$ cat config.mk
export PLATFORM = sky130hd
export DESIGN_NAME = prt_readout
export DESIGN_NICKNAME = d
export VERILOG_FILES = /design/src/hdl/prt_pkg.sv /design/src/hdl/prt_divider.sv /design/src/hdl/prt_readout.sv
export SDC_FILE = /design/constraint.sdc
export NUM_CORES = 1
export LEC_CHECK = 0
export ABC_AREA = 1
export CAP_MARGIN = 5
export CORE_ASPECT_RATIO = 0.8
export CORE_MARGIN = 1.5
export CORE_UTILIZATION = 35
export DETAILED_ROUTE_END_ITERATION = 6
export DONT_BUFFER_PORTS = 1
export SLEW_MARGIN = 40
export SYNTH_ARGS = -nofsm -noshare
export SYNTH_HDL_FRONTEND = slang
export SYNTH_HIERARCHICAL = 1
export SYNTH_SLANG_ARGS = --single-unit
$ cat constraint.sdc
create_clock -name clk -period 6.73 [get_ports clk]
set_input_delay 0.673 -clock clk [delete_from_list [all_inputs] [get_ports clk]]
set_output_delay 0.673 -clock clk [all_outputs]
set_load 0.05 [all_outputs]
$ cat src/hdl/prt_pkg.sv
/*
 * shared constants for the pulse-ratio temperature readout (host side).
 * assumes one 100 MHz clock and a sensor output pin that idles in either
 * level and toggles at a few tens of hertz.
 */

package prt_pkg;

	// ************************************************************
	// clocking and counting
	// ************************************************************
	localparam int CLK_HZ = 100_000_000;
	localparam int TICK_HZ = 1_000_000;
	localparam int PRESCALE_DIV = CLK_HZ / TICK_HZ;
	localparam int CNT_W = 16;
	localparam logic [15:0] CNT_PRELOAD = 16'hffff;
	localparam int MAX_PHASE_MS = 32;

	// ************************************************************
	// temperature arithmetic, result in 14.2 fixed point
	// ************************************************************
	localparam int DIV_W = 27;
	localparam logic [31:0] TEMP_SCALE_Q2 = 32'h0000_0640;
	localparam logic [15:0] TEMP_OFFSET_Q2 = 16'h03ac;

	// ************************************************************
	// capture sequencer states
	// ************************************************************
	typedef enum logic [4:0] {
		ST_IDLE = 5'b00001,
		ST_WAIT_IDLE = 5'b00010,
		ST_WAIT_START = 5'b00100,
		ST_FIRST = 5'b01000,
		ST_SECOND = 5'b10000
	} prt_state_t;

endpackage

$ cat src/hdl/prt_divider.sv
/*
 * restoring divider for the temperature ratio, one quotient bit per clock.
 * assumes go is a single-cycle pulse given while busy is low.
 */
`timescale 1ns/10ps

module prt_divider #(
	parameter int DW = 27,
	parameter int SW = 16
) (
	input wire logic clk,
	input wire logic sys_rst,
	input wire logic go,
	input wire logic [DW-1:0] dividend,
	input wire logic [SW-1:0] divisor,
	output logic busy,
	output logic done,
	output logic [DW-1:0] quotient
);

	logic [DW-1:0] quo_reg;
	logic [SW:0] rem_reg;
	logic [5:0] step_reg;
	logic busy_reg;
	logic done_reg;
	logic [SW:0] rem_shift;
	logic [SW:0] rem_diff;
	logic fits;

	// ************************************************************
	// one trial subtraction per cycle
	// ************************************************************
	assign rem_shift = {rem_reg[SW-1:0], quo_reg[DW-1]};
	assign fits = rem_shift >= {1'b0, divisor};
	assign rem_diff = rem_shift - {1'b0, divisor};

	// remainder stays below divisor, so SW+1 bits never overflow
	always_ff @(posedge clk or posedge sys_rst) begin
		if (sys_rst) begin
			quo_reg <= '0;
			rem_reg <= '0;
			step_reg <= '0;
			busy_reg <= 1'b0;
			done_reg <= 1'b0;
		end else if (go) begin
			quo_reg <= dividend;
			rem_reg <= '0;
			step_reg <= 6'(DW);
			busy_reg <= 1'b1;
			done_reg <= 1'b0;
		end else if (busy_reg) begin
			quo_reg <= {quo_reg[DW-2:0], fits};
			rem_reg <= fits ? rem_diff : rem_shift;
			step_reg <= step_reg - 6'h01;
			busy_reg <= step_reg != 6'h01;
			done_reg <= step_reg == 6'h01;
		end else begin
			done_reg <= 1'b0;
		end
	end

	assign busy = busy_reg;
	assign done = done_reg;
	assign quotient = quo_reg;

endmodule

$ cat src/hdl/prt_readout.sv
/*
 * host-side capture of a duty-cycle temperature sensor on one input pin.
 * assumes sense_in is the raw sensor output, asynchronous to clk, and
 * that start is a pulse from local control logic.
 */
`timescale 1ns/10ps

module prt_readout #(
	parameter int PRESCALE = prt_pkg::PRESCALE_DIV,
	parameter int CW = prt_pkg::CNT_W
) (
	input wire logic clk,
	input wire logic sys_rst,
	input wire logic sense_in,
	input wire logic start,
	input wire logic continuous,
	input wire logic single_mode,
	output logic busy,
	output logic meas_done,
	output logic phase_level,
	output logic timeout_err,
	output logic [CW-1:0] high_phase_time,
	output logic [CW-1:0] low_phase_time,
	output logic temp_valid,
	output logic temp_range_err,
	output logic [15:0] temp_c_q2
);

	// ************************************************************
	// declarations
	// ************************************************************
	prt_pkg::prt_state_t state_reg, state_next;
	logic sense_meta_reg, sense_sync_reg, sense_prev_reg;
	logic [7:0] presc_reg;
	logic tick;
	logic [CW-1:0] cnt_reg [2];
	logic [CW-1:0] high_reg, low_reg;
	logic single_reg, cont_reg, err_reg, done_reg;
	logic edge_seen;
	logic first_lvl;
	logic counting;
	logic sel;
	logic [CW-1:0] elapsed;
	logic overflow;
	logic reload;
	logic latch_now;
	logic finish;
	logic [31:0] scaled;
	logic div_done;
	logic [prt_pkg::DIV_W-1:0] quo;
	logic temp_valid_reg, range_err_reg;
	logic [15:0] temp_reg;

	// ************************************************************
	// input synchroniser and edge strobe
	// ************************************************************
	// meta_reg is the first stage, read by nothing but sync_reg
	always_ff @(posedge clk or posedge sys_rst) begin
		if (sys_rst) begin
			sense_meta_reg <= 1'b0;
			sense_sync_reg <= 1'b0;
			sense_prev_reg <= 1'b0;
		end else begin
			sense_meta_reg <= sense_in;
			sense_sync_reg <= sense_meta_reg;
			sense_prev_reg <= sense_sync_reg;
		end
	end

	// one strobe per transition in either direction
	assign edge_seen = sense_sync_reg ^ sense_prev_reg;

	// ************************************************************
	// prescaler, counts PRESCALE-1 down to zero
	// ************************************************************
	// exact rate is irrelevant to the ratio, only its stability
	always_ff @(posedge clk or posedge sys_rst) begin
		if (sys_rst) begin
			presc_reg <= 8'h00;
		end else if (presc_reg == 8'h00) begin
			presc_reg <= 8'(PRESCALE - 1);
		end else begin
			presc_reg <= presc_reg - 8'h01;
		end
	end

	assign tick = presc_reg == 8'h00;

	// ************************************************************
	// phase steering and capture decode
	// ************************************************************
	// dual mode starts on a rise, single-counter mode on a fall
	assign first_lvl = ~single_reg;
	assign counting = (state_reg == prt_pkg::ST_FIRST) ||
		(state_reg == prt_pkg::ST_SECOND);
	// phase being timed is the level before any strobe
	assign sel = single_reg ? 1'b0 : ~sense_prev_reg;
	assign elapsed = prt_pkg::CNT_PRELOAD - cnt_reg[sel];
	assign overflow = counting && elapsed[CW-1];
	assign latch_now = counting && edge_seen && !overflow;
	assign finish = latch_now && (state_reg == prt_pkg::ST_SECOND);
	assign reload = latch_now || (state_reg == prt_pkg::ST_WAIT_START)
		|| (state_reg == prt_pkg::ST_IDLE);

	// ************************************************************
	// the two down counters
	// ************************************************************
	// single-counter mode only ever steers counter zero
	for (genvar i = 0; i < 2; i++) begin : g_cnt
		always_ff @(posedge clk or posedge sys_rst) begin
			if (sys_rst) begin
				cnt_reg[i] <= prt_pkg::CNT_PRELOAD;
			end else if (reload) begin
				cnt_reg[i] <= prt_pkg::CNT_PRELOAD;
			end else if (counting && tick && sel == 1'(i)) begin
				cnt_reg[i] <= cnt_reg[i] - 16'h0001;
			end
		end
	end

	// ************************************************************
	// sequencer
	// ************************************************************
	always_comb begin
		state_next = state_reg;
		case (state_reg)
			prt_pkg::ST_IDLE: begin
				if (start) begin
					state_next = prt_pkg::ST_WAIT_IDLE;
				end
			end
			prt_pkg::ST_WAIT_IDLE: begin
				if (sense_sync_reg != first_lvl) begin
					state_next = prt_pkg::ST_WAIT_START;
				end
			end
			prt_pkg::ST_WAIT_START: begin
				if (edge_seen && sense_sync_reg == first_lvl) begin
					state_next = prt_pkg::ST_FIRST;
				end
			end
			prt_pkg::ST_FIRST: begin
				if (overflow) begin
					state_next = prt_pkg::ST_IDLE;
				end else if (edge_seen) begin
					state_next = prt_pkg::ST_SECOND;
				end
			end
			prt_pkg::ST_SECOND: begin
				if (overflow) begin
					state_next = prt_pkg::ST_IDLE;
				end else if (edge_seen) begin
					state_next = cont_reg ? prt_pkg::ST_FIRST :
						prt_pkg::ST_IDLE;
				end
			end
			default: begin
				state_next = prt_pkg::ST_IDLE;
			end
		endcase
	end

	always_ff @(posedge clk or posedge sys_rst) begin
		if (sys_rst) begin
			state_reg <= prt_pkg::ST_IDLE;
		end else begin
			state_reg <= state_next;
		end
	end

	// ************************************************************
	// mode capture, holding registers and status
	// ************************************************************
	// modes are frozen at start so a change mid-measurement is harmless
	always_ff @(posedge clk or posedge sys_rst) begin
		if (sys_rst) begin
			single_reg <= 1'b0;
			cont_reg <= 1'b0;
			err_reg <= 1'b0;
			done_reg <= 1'b0;
			high_reg <= '0;
			low_reg <= '0;
		end else begin
			done_reg <= finish;
			if (overflow) begin
				err_reg <= 1'b1;
			end else if (state_reg == prt_pkg::ST_IDLE && start) begin
				err_reg <= 1'b0;
			end
			if (state_reg == prt_pkg::ST_IDLE && start) begin
				single_reg <= single_mode;
				cont_reg <= continuous;
			end
			// present level high means the low phase just ended
			if (latch_now && sense_sync_reg) begin
				low_reg <= elapsed;
			end
			if (latch_now && !sense_sync_reg) begin
				high_reg <= elapsed;
			end
		end
	end

	// ************************************************************
	// temperature: 235 - 400 * high / low, scaled by four
	// ************************************************************
	// both counts are only consistent right after a finished pair
	assign scaled = {16'h0000, high_reg} * prt_pkg::TEMP_SCALE_Q2;

	prt_divider #(
		.DW(prt_pkg::DIV_W),
		.SW(CW)
	) u_div (
		.clk(clk),
		.sys_rst(sys_rst),
		.go(done_reg && low_reg != '0),
		.dividend(scaled[prt_pkg::DIV_W-1:0]),
		.divisor(low_reg),
		.busy(),
		.done(div_done),
		.quotient(quo)
	);

	// a zero low count or a huge ratio cannot be a real reading
	always_ff @(posedge clk or posedge sys_rst) begin
		if (sys_rst) begin
			temp_valid_reg <= 1'b0;
			range_err_reg <= 1'b0;
			temp_reg <= 16'h0000;
		end else if (done_reg && low_reg == '0) begin
			temp_valid_reg <= 1'b0;
			range_err_reg <= 1'b1;
		end else if (div_done) begin
			temp_valid_reg <= 1'b1;
			range_err_reg <= |quo[prt_pkg::DIV_W-1:15];
			temp_reg <= prt_pkg::TEMP_OFFSET_Q2 - quo[15:0];
		end else if (state_reg == prt_pkg::ST_IDLE && start) begin
			temp_valid_reg <= 1'b0;
		end
	end

	// ************************************************************
	// outputs
	// ************************************************************
	assign busy = state_reg != prt_pkg::ST_IDLE;
	assign meas_done = done_reg;
	assign phase_level = sense_sync_reg;
	assign timeout_err = err_reg;
	assign high_phase_time = high_reg;
	assign low_phase_time = low_reg;
	assign temp_valid = temp_valid_reg;
	assign temp_range_err = range_err_reg;
	assign temp_c_q2 = temp_reg;

endmodule

==> flow_summary.toml <==
[timing]
max_clock_freq_mhz = 296.0
period_needed_ns = 3.379
fin_ws_ns = 3.351
rsz0062_at_grt = "no"
setup_tns_ns = 0
actual_slew_at_the_worst_max_slew_pin_ns = 0.8186
timing.final.setup_violations = 0
finClkSkew_ns = 0.007335
max-slew-margin-rel = 0.4485
final_hold_viol_count = 0
drv_slew = 0
portion_of_the_clock_cycle_consumed_by_the_worst_path_in_the_final_layout = 0.5020

[placement]
last_weighted_congestion_value_of_the_routability_driven_placer = 0.8876
worst_setup_timing_slack_at_the_placement_stage_ns = 3.372
placed_cell_area_sq_mm = 0.01121
placement.io_buffers = 0
post-dp-hpwl_um = 21100

[power_and_ir_drop]
power_w = 0.003075
power.share.combinational = 0.333
internal_power_w = 0.001792
pwr-share-seq = 0.367
static-leakage-power_nw = 6.431
vdd_ir_drop_max_v = 0.0001786
power.clock.fraction = 0.300
cellPowerDensity_mw_per_mm2 = 261.5
switching_power_share_of_the_total = 0.4172
power.switching_w = 0.001283

[clock_tree]
cts.root.buffer_cell = "sky130_fd_sc_hd__clkbuf_16"
clock-sinks = 153
path_clk_slew_ns = 0.07
clock_latency_ns = 0.43
cts_htree_levels = 4
cts_resized = 0
cts.repair_timing.setup_buffer_count = 0
post_cts_hold_buffer_count = 0
clk_path_buf_depth = 2
numCtsBuffers = 17
tritoncts_clock_tree = "built"

[floorplanning]
die_width_um = 199.8
die_height_um = 160.4
num_rows = 57
floorplan.core_area_sq_mm = 0.03045
floorplan.initialDensity = 0.3560
full_die_area_sq_mm = 0.03205
design.portCount = 60

[synthesis]
synthesis.area_sq_mm = 0.01084
synth_ff_type = "sky130_fd_sc_hd__dfrtp_1"
synth.lib_cells_used.distinct = 44
synth_enable_flop_cells = 0
postSynthRegisterBits = 153
synth.avg_cell_area_sq_um = 7.147
yosys_warnings = 6
synthesis.instances = 1517
yosysSeqAreaShare = 0.3570
post_synthesis_async_set_or_reset_flop_share = 1.000

[final_layout]
area_growth_syn_to_layout_pct = 8.483
largest_register_ffs = 32
diodes = 0
finalInstanceArea_sq_mm = 0.01176
layout-drive-gt1-share = 0.08207
final_nets = 1604

[status]
status = "completed"

[setup_path]
end_kind = "register"
crit_fanout = 5
worstSetupStartpointType = "register"
worst-setup-path-type = "register to register"
required_ns = 7.05
r2r_slack_ns = 3.35
arrival_ns = 3.70

[detailed_routing]
antenna_violating_nets_post_route = 0
viasPerCell = 4.838
detail_route.wl_per_cell_um = 14.37
post-route-drc-count = 0
wl_um = 27820
num_vias = 9367
drt-pass1-iter-count = 5
drt_iter0_drc = 558

[run]
cap_violations = 0

[grt]
grt_first_pass_wirelength_um = 46850
gr-total-overflow = 0
grt_pass1_vias = 9058
grt.total_usage = 0.1843
antenna_violations_before_repair = 0
grt_start_max_net_pins = 64

[min_path]
class_of_the_tightest_hold_or_removal_check = "primary input to asynchronous set/reset pin"
## worst paths after layout
kind,start,end,depth (start not counted)
worst min-delay path,sys_rst,u_div/rem_reg[6],1
worst max register to register,high_phase_time[6],u_div/quotient[21],15
min in group clk,sense_in,sense_meta_reg,0
worst max-delay path,high_phase_time[6],u_div/quotient[21],15
max in group asynchronous,sys_rst,presc_reg[6],2
worst min register to register,sense_meta_reg,phase_level,0
## power by group through the flow
stage,Clock [W],Combinational (W),Sequential (W)
global placement,0,0.00101,0.00114
finish,0.000922,0.00102,0.00113
detailed placement,0,0.00102,0.00115
floorplan,0,0.000840,0.00111
global route,0.000983,0.00115,0.00114
CTS,0.000944,0.00103,0.00113
## final cells by class
cell class,instances,area (sq um)
fill,3236,18690
multi-input combinational,1090,5864
sequential,153,3870
inverter,244,923.4
tap,413,516.7
clock buffer,18,439.2
clock inverter,14,113.9
timing repair buffer,4,33.78
## cells in the mapped netlist (8+ instances only)
| master | n | area [sq um] |
|---|---|---|
| sky130_fd_sc_hd__o211ai_1 | 10 | 75.07 |
| sky130_fd_sc_hd__fa_1 | 12 | 240.2 |
| sky130_fd_sc_hd__nand2_1 | 506 | 1899 |
| sky130_fd_sc_hd__nor3_1 | 19 | 95.09 |
| sky130_fd_sc_hd__nand3_1 | 119 | 595.6 |
| sky130_fd_sc_hd__ha_1 | 76 | 950.9 |
| sky130_fd_sc_hd__nor2_1 | 114 | 427.9 |
| sky130_fd_sc_hd__xor2_1 | 20 | 175.2 |
| sky130_fd_sc_hd__buf_4 | 12 | 90.09 |
| sky130_fd_sc_hd__o21ai_0 | 66 | 330.3 |
| sky130_fd_sc_hd__dfstp_2 | 33 | 867.1 |
| sky130_fd_sc_hd__nand4_1 | 18 | 112.6 |
| sky130_fd_sc_hd__nand2_2 | 8 | 50.05 |
| sky130_fd_sc_hd__dfrtp_1 | 120 | 3003 |
| sky130_fd_sc_hd__clkbuf_1 | 13 | 48.80 |
| sky130_fd_sc_hd__inv_1 | 234 | 878.3 |
| sky130_fd_sc_hd__nand3_2 | 9 | 90.09 |
| sky130_fd_sc_hd__a21oi_1 | 41 | 205.2 |
| sky130_fd_sc_hd__o221ai_1 | 14 | 122.6 |
| sky130_fd_sc_hd__nor2_4 | 8 | 90.09 |
## cells by family (layout without fill, tap and decap cells)
family | Yosys count | in the layout | share of synthesized area
buf+inv | 279 | 280 | 0.1044
xor+xnor | 26 | 26 | 0.02100
fa+ha+maj | 88 | 88 | 0.1099
simple gates | 827 | 827 | 0.3317
flops | 153 | 153 | 0.3570
compound gates | 143 | 143 | 0.07571
other cells | 1 | 6 | 0.0003459
## critical path: stages, from the launching register on
cell                      delay, ns
sky130_fd_sc_hd__dfrtp_1       0.77
sky130_fd_sc_hd__ha_1          0.35
sky130_fd_sc_hd__ha_1          0.28
sky130_fd_sc_hd__inv_1         0.05
sky130_fd_sc_hd__fa_1          0.50
sky130_fd_sc_hd__inv_1         0.04
sky130_fd_sc_hd__ha_1          0.38
sky130_fd_sc_hd__nand2_1       0.09
sky130_fd_sc_hd__inv_1         0.10
sky130_fd_sc_hd__nand3_1       0.10
sky130_fd_sc_hd__nand2_1       0.15
sky130_fd_sc_hd__nand2_1       0.09
sky130_fd_sc_hd__nand3_1       0.07
sky130_fd_sc_hd__nand2_1       0.11
sky130_fd_sc_hd__nand2_1       0.10
sky130_fd_sc_hd__nand3_1       0.07
## metal layers
| metal | up-vias | wire, um | GRT usage |
|---|---|---|---|
| li1 | 4770 | - | - |
| met1 | 4388 | 13580 | 0.2598 |
| met2 | 175 | 12420 | 0.2855 |
| met3 | 34 | 1091 | 0.02940 |
| met4 | 0 | 728 | 0.06357 |
| met5 | - | 0 | 0 |
## cell usage in the layout (no fill, tap or decap), drive strengths merged
cell type,n
a21boi,1
a21o,3
a21oi,41
a22oi,2
and3,3
buf,4
clkbuf,18
clkinv,5
clkinvlp,4
conb,6
dfrtp,120
dfstp,33
fa,12
ha,76
inv,249
nand2,518
nand3,130
nand3b,5
nand4,18
nor2,126
nor3,20
nor4,1
o211ai,10
o21ai,70
o21bai,2
o221ai,14
or2,6
xnor2,6
xor2,20
## per-stage QoR
step                instances  hold WS, ns  utilization
floorplan                1522       0.3312            -
global placement         1904       0.3338       0.3678
detailed placement       1904       0.3347       0.3681
CTS                      1936      0.09302       0.3862
global route             1936      0.09553       0.3862
finish                   1936      0.09588       0.3862
Note: power is estimated with default switching activity, not from simulation.
